$ cat src/verilog/capcom_defines.svh
// Purpose: register map, field positions and reset values of the capture/compare array unit
// Assumes: 32-bit AXI4-Lite register bus, byte addresses below
// Notes: Function list follows
// Function
// - sixteen channels, one-cycle or eight-cycle resolution
// - two 16-bit time bases with reload registers
// - count clock: prescaler or neighbour overflow
// - external count input advances a time base
// - each register picks time base and function
// - one pin per register, input or output
// - capture loads assigned time base count
// - capture raises that register's interrupt request
// - capture edge: rising, falling or both
// - compare registers match against time base
// - mode zero: interrupt only, repeatable
// - mode one: pin toggles on each match
// - mode two: one interrupt per period
// - mode three: set on match, clear on overflow
// - double register: two registers toggle one pin
// - single event option stops further events
`ifndef CAPCOM_DEFINES_SVH
`define CAPCOM_DEFINES_SVH
`define CC_ADDR_CTRL     8'h00
`define CC_ADDR_TA_CNT   8'h04
`define CC_ADDR_TA_REL   8'h08
`define CC_ADDR_TB_CNT   8'h0C
`define CC_ADDR_TB_REL   8'h10
`define CC_ADDR_PINS     8'h14
`define CC_CFG_PAGE      2'h1
`define CC_VAL_PAGE      2'h2
`define CC_CTRL_RST      32'h0000_0000
`define CC_CTRL_RUN_A    0
`define CC_CTRL_SRC_A    1
`define CC_CTRL_PSEL_A   3
`define CC_CTRL_RUN_B    8
`define CC_CTRL_SRC_B    9
`define CC_CTRL_PSEL_B   11
`define CC_CTRL_STAGGER  16
`define CC_STAGGER_SHIFT 4'h3
`define CC_PRE_W         10
`define CC_RESP_OKAY     2'h0
`define CC_RESP_SLVERR   2'h2
`define CC_NUM_CH        16
`define CC_HALF_CH       8
`endif

$ cat src/verilog/capcom_pkg.sv
// Purpose: types of the capture/compare array unit
// Assumes: capcom_defines.svh holds the numbers
// Notes: channel configuration word is one packed struct
`default_nettype none
package capcom_pkg;
   typedef enum logic [2:0] {
      FN_OFF  = 3'h0,
      FN_CAPT = 3'h1,
      FN_CMP0 = 3'h2,
      FN_CMP1 = 3'h3,
      FN_CMP2 = 3'h4,
      FN_CMP3 = 3'h5
   } chan_func_e;
   typedef enum logic [1:0] {
      SRC_PRESCALE  = 2'h0,
      SRC_NEIGHBOUR = 2'h1,
      SRC_EXTERNAL  = 2'h2
   } count_src_e;
   typedef struct packed {
      logic       dbl;
      logic       single;
      logic       tsel;
      logic [1:0] edge_sel;
      chan_func_e func;
   } chan_cfg_s;
   typedef struct packed {
      logic       run;
      count_src_e src;
      logic [2:0] psel;
   } tmr_ctrl_s;
endpackage
`default_nettype wire

$ cat src/verilog/capture_compare_array_unit.sv
// Purpose: sixteen capture/compare channels on two reloading 16-bit time bases
// Assumes: one clock core_clk, synchronous active-high srst, AXI4-Lite slave
// Notes: pin inputs and external count are synchronised; neighbour overflow is same-domain
//
// The AXI4-Lite slave port and the address map were chosen for this implementation.
`timescale 1ns/1ps
`default_nettype none
`include "capcom_defines.svh"
module capture_compare_array_unit
(
   input  wire logic        core_clk,
   input  wire logic        srst,
   input  wire logic [7:0]  s_axi_awaddr,
   input  wire logic        s_axi_awvalid,
   output logic             s_axi_awready,
   input  wire logic [31:0] s_axi_wdata,
   input  wire logic [3:0]  s_axi_wstrb,
   input  wire logic        s_axi_wvalid,
   output logic             s_axi_wready,
   output logic [1:0]       s_axi_bresp,
   output logic             s_axi_bvalid,
   input  wire logic        s_axi_bready,
   input  wire logic [7:0]  s_axi_araddr,
   input  wire logic        s_axi_arvalid,
   output logic             s_axi_arready,
   output logic [31:0]      s_axi_rdata,
   output logic [1:0]       s_axi_rresp,
   output logic             s_axi_rvalid,
   input  wire logic        s_axi_rready,
   input  wire logic        neighbour_overflow_timer,
   input  wire logic        ext_count_in,
   input  wire logic [15:0] pin_in,
   output logic [15:0]      pin_out,
   output logic [15:0]      pin_oe,
   output logic [15:0]      irq_req
);

   // ==========================================================
   // state
   logic [31:0]                 ctrl_q, ctrl_d;
   logic [15:0]                 tmr_q [2];
   logic [15:0]                 tmr_d [2];
   logic [15:0]                 rel_q [2];
   logic [15:0]                 rel_d [2];
   logic [1:0]                  upd_q, upd_d;
   logic [1:0]                  ovf_q, ovf_d;
   logic [`CC_PRE_W-1:0]        pre_q, pre_d;
   capcom_pkg::chan_cfg_s       cfg_q [`CC_NUM_CH];
   capcom_pkg::chan_cfg_s       cfg_d [`CC_NUM_CH];
   logic [15:0]                 val_q [`CC_NUM_CH];
   logic [15:0]                 val_d [`CC_NUM_CH];
   logic [15:0]                 done_q, done_d;
   logic [15:0]                 spent_q, spent_d;
   logic [15:0]                 pout_q, pout_d;
   logic [15:0]                 irq_q, irq_d;
   logic [15:0]                 pin_m_q, pin_s_q, pin_p_q;
   logic [2:0]                  ext_q;
   logic                        bvalid_q, bvalid_d;
   logic [1:0]                  bresp_q, bresp_d;
   logic                        rvalid_q, rvalid_d;
   logic [1:0]                  rresp_q, rresp_d;
   logic [31:0]                 rdata_q, rdata_d;

   logic                        wr_go, rd_go;
   logic [15:0]                 hit;
   logic                        wr_ch;
   capcom_pkg::tmr_ctrl_s       tc [2];

   function automatic logic [31:0] merge(input logic [31:0] old, input logic [31:0] nw, input logic [3:0] be);
      logic [31:0] r;
      r = old;
      for (int b = 0; b < 4; b++)
      begin
         if (be[b])
         begin
            r[b*8 +: 8] = nw[b*8 +: 8];
         end
      end
      return r;
   endfunction

   // ==========================================================
   // bus handshake
   assign wr_go         = s_axi_awvalid && s_axi_wvalid && !bvalid_q;
   assign rd_go         = s_axi_arvalid && !rvalid_q;
   assign s_axi_awready = wr_go;
   assign s_axi_wready  = wr_go;
   assign s_axi_arready = rd_go;
   assign s_axi_bvalid  = bvalid_q;
   assign s_axi_bresp   = bresp_q;
   assign s_axi_rvalid  = rvalid_q;
   assign s_axi_rresp   = rresp_q;
   assign s_axi_rdata   = rdata_q;
   assign pin_out       = pout_q;
   assign irq_req       = irq_q;

   assign tc[0] = capcom_pkg::tmr_ctrl_s'({ctrl_q[`CC_CTRL_RUN_A], ctrl_q[`CC_CTRL_SRC_A +: 2],
                                           ctrl_q[`CC_CTRL_PSEL_A +: 3]});
   assign tc[1] = capcom_pkg::tmr_ctrl_s'({ctrl_q[`CC_CTRL_RUN_B], ctrl_q[`CC_CTRL_SRC_B +: 2],
                                           ctrl_q[`CC_CTRL_PSEL_B +: 3]});

   // ==========================================================
   // time bases and register file
   always_comb
   begin
      logic [3:0]           shift;
      logic [`CC_PRE_W-1:0] mask;
      logic                 tick;
      logic                 hit_wr;
      shift    = 4'h0;
      mask     = '0;
      tick     = 1'b0;
      hit_wr   = 1'b0;
      ctrl_d   = ctrl_q;
      rel_d    = rel_q;
      tmr_d    = tmr_q;
      upd_d    = 2'h0;
      ovf_d    = 2'h0;
      bvalid_d = bvalid_q && !s_axi_bready;
      bresp_d  = bresp_q;
      rvalid_d = rvalid_q && !s_axi_rready;
      rresp_d  = rresp_q;
      rdata_d  = rdata_q;
      pre_d    = pre_q + `CC_PRE_W'(1);
      for (int t = 0; t < 2; t++)
      begin
         shift = {1'b0, tc[t].psel} + (ctrl_q[`CC_CTRL_STAGGER] ? `CC_STAGGER_SHIFT : 4'h0);
         mask  = `CC_PRE_W'((11'h001 << shift) - 11'h001);
         case (tc[t].src)
            capcom_pkg::SRC_PRESCALE:  tick = (pre_q & mask) == mask;
            capcom_pkg::SRC_NEIGHBOUR: tick = neighbour_overflow_timer;
            capcom_pkg::SRC_EXTERNAL:  tick = ext_q[1] && !ext_q[2];
            default:                   tick = 1'b0;
         endcase
         if (tc[t].run && tick)
         begin
            upd_d[t] = 1'b1;
            if (tmr_q[t] == 16'hFFFF)
            begin
               tmr_d[t] = rel_q[t];
               ovf_d[t] = 1'b1;
            end
            else
            begin
               tmr_d[t] = tmr_q[t] + 16'h0001;
            end
         end
      end
      if (wr_go)
      begin
         bvalid_d = 1'b1;
         bresp_d  = `CC_RESP_OKAY;
         if (s_axi_awaddr == `CC_ADDR_CTRL)
         begin
            ctrl_d = merge(ctrl_q, s_axi_wdata, s_axi_wstrb);
         end
         else if (s_axi_awaddr == `CC_ADDR_TA_CNT)
         begin
            tmr_d[0] = 16'(merge({16'h0000, tmr_q[0]}, s_axi_wdata, s_axi_wstrb));
         end
         else if (s_axi_awaddr == `CC_ADDR_TA_REL)
         begin
            rel_d[0] = 16'(merge({16'h0000, rel_q[0]}, s_axi_wdata, s_axi_wstrb));
         end
         else if (s_axi_awaddr == `CC_ADDR_TB_CNT)
         begin
            tmr_d[1] = 16'(merge({16'h0000, tmr_q[1]}, s_axi_wdata, s_axi_wstrb));
         end
         else if (s_axi_awaddr == `CC_ADDR_TB_REL)
         begin
            rel_d[1] = 16'(merge({16'h0000, rel_q[1]}, s_axi_wdata, s_axi_wstrb));
         end
         else if (s_axi_awaddr[7:6] == `CC_CFG_PAGE || s_axi_awaddr[7:6] == `CC_VAL_PAGE)
         begin
            hit_wr = 1'b1;
         end
         else
         begin
            bresp_d = `CC_RESP_SLVERR;
         end
      end
      if (rd_go)
      begin
         rvalid_d = 1'b1;
         rresp_d  = `CC_RESP_OKAY;
         rdata_d  = 32'h0000_0000;
         if (s_axi_araddr == `CC_ADDR_CTRL)
         begin
            rdata_d = ctrl_q;
         end
         else if (s_axi_araddr == `CC_ADDR_TA_CNT)
         begin
            rdata_d = {16'h0000, tmr_q[0]};
         end
         else if (s_axi_araddr == `CC_ADDR_TA_REL)
         begin
            rdata_d = {16'h0000, rel_q[0]};
         end
         else if (s_axi_araddr == `CC_ADDR_TB_CNT)
         begin
            rdata_d = {16'h0000, tmr_q[1]};
         end
         else if (s_axi_araddr == `CC_ADDR_TB_REL)
         begin
            rdata_d = {16'h0000, rel_q[1]};
         end
         else if (s_axi_araddr == `CC_ADDR_PINS)
         begin
            rdata_d = {pout_q, pin_s_q};
         end
         else if (s_axi_araddr[7:6] == `CC_CFG_PAGE)
         begin
            rdata_d = {24'h00_0000, cfg_q[s_axi_araddr[5:2]]};
         end
         else if (s_axi_araddr[7:6] == `CC_VAL_PAGE)
         begin
            rdata_d = {16'h0000, val_q[s_axi_araddr[5:2]]};
         end
         else
         begin
            rresp_d = `CC_RESP_SLVERR;
         end
      end
      wr_ch = hit_wr;
   end

   // ==========================================================
   // channels
   always_comb
   begin
      capcom_pkg::chan_cfg_s c;
      logic                  cap_ev, act;
      logic [3:0]            idx;
      c       = '0;
      cap_ev  = 1'b0;
      act     = 1'b0;
      idx     = s_axi_awaddr[5:2];
      cfg_d   = cfg_q;
      val_d   = val_q;
      done_d  = done_q;
      spent_d = spent_q;
      pout_d  = pout_q;
      irq_d   = 16'h0000;
      hit     = 16'h0000;
      if (wr_ch && s_axi_awaddr[7:6] == `CC_CFG_PAGE && s_axi_wstrb[0])
      begin
         cfg_d[idx]   = capcom_pkg::chan_cfg_s'(s_axi_wdata[7:0]);
         spent_d[idx] = 1'b0;
         done_d[idx]  = 1'b0;
      end
      if (wr_ch && s_axi_awaddr[7:6] == `CC_VAL_PAGE)
      begin
         val_d[idx] = 16'(merge({16'h0000, val_q[idx]}, s_axi_wdata, s_axi_wstrb));
      end
      for (int i = 0; i < `CC_NUM_CH; i++)
      begin
         c = cfg_q[i];
         hit[i] = upd_q[c.tsel] && val_q[i] == tmr_q[c.tsel] && !spent_q[i]
                  && c.func >= capcom_pkg::FN_CMP0 && c.func <= capcom_pkg::FN_CMP3;
      end
      for (int i = 0; i < `CC_NUM_CH; i++)
      begin
         c = cfg_q[i];
         cap_ev = (c.edge_sel[0] && pin_s_q[i] && !pin_p_q[i])
                  || (c.edge_sel[1] && !pin_s_q[i] && pin_p_q[i]);
         act = 1'b0;
         // one event per period, cleared by overflow
         if (ovf_q[c.tsel])
         begin
            done_d[i] = 1'b0;
            if (c.func == capcom_pkg::FN_CMP3)
            begin
               pout_d[i] = 1'b0;
            end
         end
         case (c.func)
            capcom_pkg::FN_CAPT:
            begin
               if (cap_ev && !spent_q[i])
               begin
                  val_d[i] = tmr_q[c.tsel];
                  irq_d[i] = 1'b1;
                  act      = 1'b1;
               end
            end
            capcom_pkg::FN_CMP0:
            begin
               act      = hit[i];
               irq_d[i] = hit[i];
            end
            capcom_pkg::FN_CMP1:
            begin
               act = hit[i];
            end
            capcom_pkg::FN_CMP2:
            begin
               act      = hit[i] && !done_q[i];
               irq_d[i] = act;
            end
            capcom_pkg::FN_CMP3:
            begin
               act = hit[i] && !done_q[i];
               if (act)
               begin
                  pout_d[i] = 1'b1;
               end
            end
            default:
            begin
               act = 1'b0;
            end
         endcase
         // match interrupt in every compare mode
         if (act && c.func != capcom_pkg::FN_CAPT)
         begin
            irq_d[i]  = 1'b1;
            done_d[i] = 1'b1;
         end
         if (c.func == capcom_pkg::FN_CMP1 && act)
         begin
            pout_d[i] = !pout_d[i];
         end
         // partner register toggles the same pin
         if (i < `CC_HALF_CH && c.dbl && hit[i + `CC_HALF_CH])
         begin
            pout_d[i] = !pout_d[i];
         end
         if (act && c.single)
         begin
            spent_d[i] = 1'b1;
         end
      end
      for (int i = 0; i < `CC_NUM_CH; i++)
      begin
         c = cfg_q[i];
         pin_oe[i] = c.func == capcom_pkg::FN_CMP1 || c.func == capcom_pkg::FN_CMP3
                     || (i < `CC_HALF_CH && c.dbl);
      end
   end

   // ==========================================================
   // registers
   always_ff @(posedge core_clk)
   begin
      // pin inputs pass two flip-flops first
      pin_m_q <= pin_in;
      pin_s_q <= pin_m_q;
      pin_p_q <= pin_s_q;
      ext_q   <= {ext_q[1:0], ext_count_in};
      if (srst)
      begin
         ctrl_q   <= `CC_CTRL_RST;
         tmr_q    <= '{16'h0000, 16'h0000};
         rel_q    <= '{16'h0000, 16'h0000};
         upd_q    <= 2'h0;
         ovf_q    <= 2'h0;
         pre_q    <= '0;
         cfg_q    <= '{default: '0};
         val_q    <= '{default: 16'h0000};
         done_q   <= 16'h0000;
         spent_q  <= 16'h0000;
         pout_q   <= 16'h0000;
         irq_q    <= 16'h0000;
         bvalid_q <= 1'b0;
         bresp_q  <= `CC_RESP_OKAY;
         rvalid_q <= 1'b0;
         rresp_q  <= `CC_RESP_OKAY;
         rdata_q  <= 32'h0000_0000;
      end
      else
      begin
         ctrl_q   <= ctrl_d;
         tmr_q    <= tmr_d;
         rel_q    <= rel_d;
         upd_q    <= upd_d;
         ovf_q    <= ovf_d;
         pre_q    <= pre_d;
         cfg_q    <= cfg_d;
         val_q    <= val_d;
         done_q   <= done_d;
         spent_q  <= spent_d;
         pout_q   <= pout_d;
         irq_q    <= irq_d;
         bvalid_q <= bvalid_d;
         bresp_q  <= bresp_d;
         rvalid_q <= rvalid_d;
         rresp_q  <= rresp_d;
         rdata_q  <= rdata_d;
      end
   end

endmodule
`default_nettype wire

$ cat config.mk
export PLATFORM = sky130hd
export DESIGN_NAME = capture_compare_array_unit
export DESIGN_NICKNAME = d
export VERILOG_FILES = /design/src/verilog/capcom_pkg.sv /design/src/verilog/capture_compare_array_unit.sv
export VERILOG_INCLUDE_DIRS = /design/src /design/src/verilog
export SDC_FILE = /design/constraint.sdc
export NUM_CORES = 2
export LEC_CHECK = 0
export ABC_CLOCK_PERIOD_IN_PS = 3600
export BUFFER_PORTS_ARGS = -buffer_cell sky130_fd_sc_hd__buf_4
export CAP_MARGIN = 30
export CORE_MARGIN = 2
export CORE_UTILIZATION = 48
export CTS_BUF_LIST = sky130_fd_sc_hd__clkbuf_16
export CTS_CLUSTER_SIZE = 40
export DETAILED_ROUTE_END_ITERATION = 12
export PLACE_DENSITY = 0.67
export SLEW_MARGIN = 0
export SYNTH_ARGS = -nofsm -noshare
export SYNTH_HDL_FRONTEND = slang
export SYNTH_SLANG_ARGS = --single-unit
$ cat constraint.sdc
create_clock -name core_clk -period 3.6 [get_ports core_clk]
set_input_delay 0 -clock core_clk [delete_from_list [all_inputs] [get_ports core_clk]]
set_output_delay 0 -clock core_clk [all_outputs]
set_load 0.02 [all_outputs]
# After elaboration in Yosys (flattened, before gate mapping)
# Cells that the tools add are included.
[totals] regBits=647 input_bits=77 elab_cells=1258
[classes] addsub=7 magnitude_cmp=69 n_eq_ne=137 shifts=2 n_mux=418 bitwise_logic=29 n_reduce_logical=441
[op_table] cell="$mux 16" n=97
[op_table] cell="$bwmux 256" n=1
[op_table] cell="$eq 16x16->1" n=16
[op_table] cell="$mux 256" n=1
[op_table] cell="$mux 32" n=8
[op_table] cell="$mux 1" n=246
[op_table] cell="$logic_and 1x1->1" n=229
[op_table] cell="$bmux 16 s4" n=2
[op_table] cell="$bwmux 128" n=1
[op_table] cell="$pmux 1 s3" n=34
[op_table] cell="$eq 3x2->1 const B" n=32
[op_table] cell="$eq 3x3->1 const B" n=32
[op_table] cell="$logic_not 1->1" n=93
[op_table] cell="$mux 8" n=9
[op_table] cell="$reduce_or 2->1" n=34
[op_table] cell="$demux 16 s4" n=1
[op_table] cell="$eq 3x1->1 const B" n=16
[op_table] cell="$ge 3x2->1 const B" n=16
[op_table] cell="$le 3x3->1 const B" n=16
[op_table] cell="$ne 3x1->1 const B" n=16
[op_table] cell="$reduce_bool 3->1" n=16
[op_table] cell="$logic_or 1x1->1" n=41
[op_table] cell="$add 16x1->16 const B" n=2
[op_table] cell="$and 16x16->16" n=2
[op_table] cell="35 further kinds" n=142

# Longest topological paths before layout
[depth] depth_word=16 depth_mapped=16 ltp_nobuf=15

# Worst setup path after synthesis
# Ideal clock, no wire load.
[synth_timing] path_kind="register to register" from="register ctrl_q[16]" to="register tmr_q[23] (netlist name)" setup_ns=0.139 arrival_ns=3.787 slack_ns=-0.326 stages_incl_launch_ff=17 n_path_buf=2 synth_period_minus_slack_ns=3.926 path_cell_list="dfxtp_1 > ha_1 > fa_1 > xor2_1 > a21oi_1 > nand3_1 > ha_1 > clkbuf_1 > nor2b_1 > a211oi_1 > a311oi_1 > or4_4 > o31ai_4 > buf_4 > o21ai_0 > a221oi_1 > a311oi_1"
[synth_between] elab_chain_cells=12
[synth_rtl] item="start, declared" line="capture_compare_array_unit.sv:40" source="logic [31:0] ctrl_q, ctrl_d;"
[synth_rtl] item="start signal, assigned" line="capture_compare_array_unit.sv:352" source="ctrl_q <= `CC_CTRL_RST;"
[synth_rtl] item="start signal, assigned" line="capture_compare_array_unit.sv:372" source="ctrl_q <= ctrl_d;"
[synth_rtl] item="$mux 2 (*)" line="capture_compare_array_unit.sv:127" source="shift = {1'b0, tc[t].psel} + (ctrl_q[`CC_CTRL_STAGGER] ? `CC_STAGGER_SHIFT : 4'h0);"
[synth_rtl] item="$add 3x4->4 (*)" line="capture_compare_array_unit.sv:127"
[synth_rtl] item="$shl 1x4->10 (*)" line="capture_compare_array_unit.sv:128" source="mask = `CC_PRE_W'((11'h001 << shift) - 11'h001);"
[synth_rtl] item="$sub 10x1->10 (*)" line="capture_compare_array_unit.sv:128"
[synth_rtl] item="$and 10x10->10" line="capture_compare_array_unit.sv:130" source="capcom_pkg::SRC_PRESCALE: tick = (pre_q & mask) == mask;"
[synth_rtl] item="$eq 10x10->1 (*)" line="capture_compare_array_unit.sv:130"
[synth_rtl] item="$pmux 1 s3 (*)" line="capture_compare_array_unit.sv:129" source="case (tc[t].src)"
[synth_rtl] item="$logic_and 1x1->1 (*)" line="capture_compare_array_unit.sv:135" source="if (tc[t].run && tick)"
[synth_rtl] item="$mux 16 (*)" line="capture_compare_array_unit.sv:135"
[synth_rtl] item="$mux 16" line="capture_compare_array_unit.sv:157" source="else if (s_axi_awaddr == `CC_ADDR_TA_CNT)"
[synth_rtl] item="$mux 32" line="capture_compare_array_unit.sv:153" source="if (s_axi_awaddr == `CC_ADDR_CTRL)"
[synth_rtl] item="$mux 32 (*)" line="capture_compare_array_unit.sv:149" source="if (wr_go)"
[synth_rtl] item="end signal, assigned" line="capture_compare_array_unit.sv:353" source="tmr_q <= '{16'h0000, 16'h0000};"
[synth_rtl] item="end signal, assigned" line="capture_compare_array_unit.sv:373" source="tmr_q <= tmr_d;"
[synth_rtl] item="end, declared" line="capture_compare_array_unit.sv:41" source="logic [15:0] tmr_q [2];"
# Mark *: on every way between the ends. The rest lies on a longest branch, timed or not.
# A chain may end at the register's enable or synchronous reset.

# Final worst setup path
[layout_timing] from="register ctrl_q[16]" to="register tmr_q[28] (netlist name)"
# Same word-level chain as after synthesis.

==> results.md <==
- CTS Buf Count: 75
- CTS sink count: 645
- Hold WC Path Type: primary input to flop
- Tcrit/Tclk final: 101%
- DP Area: 46000 µm²
- Final setup viols: 5
- Slowest stage cell on the critical path: or4_4
- Top-count cell post-synth: dfxtp_1
- Critical path arrival: 4220 ps
- Failing checks: negative setup slack
- Root buf cell: clkbuf_16
- Die Ht: 301 µm
- Layout cell share with drive strength beyond 1: 22.4%
- PD cells: 333 nW/µm²
- Max-cap viol count: 0
- Top Family by Delay on Critical Path: compound AO/OA/AOI/OAI gates
- Synth Warn #: 0
- Vias in the first global route: 38100
- Post-Syn Instances: 4907
- Crit. End Element: flop
- Leakage: 18.3 nW
- Row count: 109
- Ranking of synthesized cells by area: dfxtp_1 (30%), mux4_2 (11%), mux2i_1 (7.2%)
- Grt ovf: 0
- FF+latch area: 12900 µm²
- Overall global routing resource usage: 36.1%
- Final setup TNS: -50.8 ps
- First-pass GRT wire length: 246 mm
- DR iter-0 viols: 5263
- Area taken by multi-input logic gates: 27700 µm²
- Fillers: 7825
- Hold Vio Cnt, Final: 0
- Fmax: 0.276 GHz
- Main synth FF type: dfxtp_1
- Crit Path Category: flop to flop
- WHS: 62.5 ps
- Initial antenna violation count: 9
- Clock transition at path regs: 70 ps
- Ports: 166
- Crit path cell chain: ha_4, fa_2, xor2_2, a21oi_2, nand2_1, ha_4, nor3b_4, o311ai_2, a32oi_1, or4_4, o31ai_4, buf_12, a31oi_1, a311o_1, a21oi_2
- Gpl congestion: 1.01
- Number of synthesized flops with an enable pin: 0
- Via Count: 40700
- Pin count of the biggest net entering global routing: 164
- Final slew viol count: 0
- Final Instance Area: 50000 µm²
- CTS tree: yes
- Startpoint Class: flop
- Run status: finished with violations
- Crit Path Max Fanout: 7
- Antenna viol nets, final: 0
- Fin nets: 5258
- DRT Pass-1 Iters: 6
- RSZ-0062 raised after global routing: true
- Syn Area/Cell: 8.65 µm²
- H-tree depth: 3
- Min Tclk post-route: 3620 ps
- Flops & latches, synth: 645
- DR vias/cell: 6.43
- Drt drc: 0
- Placed Cells: 6075
- CP Data Required Time: 4200 ps
- Setup Skew: 53.9 ps
- Clock latency on the worst-skew pair: 680 ps
- Measured slew at the worst slew-check pin: 1170 ps
- WL per Instance: 26.6 µm
- Port buffer count: 163
- Synth top area share: 30.4%
- Largest stage delay, worst path: 570 ps
- Detailed Place HPWL: 123 mm
- Seq/Total Area, Yosys: 30.4%
- Post-synth top cells: dfxtp_1 (645), nor2_1 (636), nand2_1 (417), clkbuf_1 (353), a21oi_1 (319)
- Area Growth Syn to Fin: 17.9%
- Ys async rst share: 0%
- Max VDD drop: 0.375 mV
- Netlist cell types: 84
- Post-synthesis instance area: 42400 µm²
- Max-Slew Margin vs Limit: 22.1%
- Core ar.: 88000 µm²
- Total Power: 16.7 mW
- Yosys top cell by area: dfxtp_1
- CTS max path bufs: 3
- Post-route setup slack: -21.8 ps
- Full die area: 90800 µm²
- Horiz. Die Dim: 301 µm
- Final wirelength: 169 mm
- Critical path buffers and inverters: 1
- Initial core utilization: 48.2%
- Final cell count without fillers: 6335
-- repair_timing --
item,4_1_cts,5_1_grt
hold buffers,106,0
gates cloned,1,0
setup buffers,6,12
hold endpoints to repair,280,0
gates resized for setup,27,42
endpoints found under the setup margin,28,33
pin swaps,25,40
-- per-stage QoR --
step / worst slack [ps] / utilization, %
floorplan: -25.9 / -
global placement: -186 / 52.1
detailed placement: -200 / 52.3
CTS: -59.3 / 56.5
global route: -196 / 56.9
finish: -21.8 / 56.9
-- layout make-up --
type	instances	area share (%)
diodes	2	0.0100
clock buffers	75	3.75
clock inverters	58	1.26
inverters	87	0.653
multi-input cells	3719	55.4
flip-flops and latches	645	25.8
well taps	1165	2.91
repair buffers	584	10.1
-- sequential cells by signal, indices dropped and copies added (netlist names), 32 cells and up --
name and count:
s_axi_rdata 32, rel_q 32, ctrl_q 32, val_q 256, tmr_q 32, cfg_q 128
-- worst reg2reg max path, delay by kind of cell (launching register included) --
kind                       cells  cell delay [ps]
buffers and inverters          1              170
xor gates and xnor gates       1              190
and+or+nand+nor                3              840
adders and majority gates      3              710
DFF                            1              370
AOI/OAI and AO/OA              7             1270
-- metal layers --
metal	share of wire [%]	global-route usage [%]	up-vias	wire (µm)
li1	-	-	18000	-
met5	0.014	0	-	23
met3	11	8.57	520	19300
met2	44	54.4	2554	73600
met1	38	46.1	19700	63900
met4	7.0	23.3	4	11900
-- path summary, 6_finish.rpt --
kind	startpoint	endpoint	slack [ps]	depth (start not counted)
max	ctrl_q[16]	tmr_q[28]	-20	15
min	s_axi_awaddr[5]	cfg_q[103]	60	5
max reg2reg	ctrl_q[16]	tmr_q[28]	-20	15
min reg2reg	ext_q[0]	ext_q[1]	320	0
-- power by group --
group	internal, mW	switching [mW]	total (mW)
Combinational	0.502	0.886	1.39
Sequential	7.20	0.0913	7.30
Clock	4.44	3.55	7.99
-- placed cells by master, fill, tap and decap left out, types with 16 or more instances in the layout --
cell type,n
nand3_1,175
a21oi_1,310
nand2b_1,29
xor2_1,128
nor2_2,17
and2_1,22
a31oi_1,18
nor3_1,69
a21o_1,25
a211oi_1,107
nand4_1,32
nor2_1,620
ha_1,63
o21ai_0,288
mux2_2,254
mux2i_1,306
xnor2_1,162
nand3b_1,29
buf_4,438
o31ai_1,16
clkbuf_16,75
and3_1,27
mux4_2,200
dfxtp_1,642
dlygate4sd3_1,106
a221oi_1,25
nor2b_1,26
nor4_1,71
inv_1,94
nand2_1,416
buf_12,18
a32oi_1,17
-- kinds of logic (layout without fill, tap and decap cells) --
group | after synthesis | count (layout) | share of synthesized area [%]
AO/OA/AOI/OAI | 970 | 970 | 14.0
XOR/XNOR | 291 | 291 | 6.01
adder cells (fa/ha/maj) | 69 | 69 | 2.07
buffers and inverters | 544 | 804 | 5.11
flip-flops | 645 | 645 | 30.4
multiplexers | 774 | 774 | 25.2
other | 1 | 4 | 0.00884
AND/OR/NAND/NOR | 1613 | 1613 | 17.2
Power figures use the tool's default switching activity.
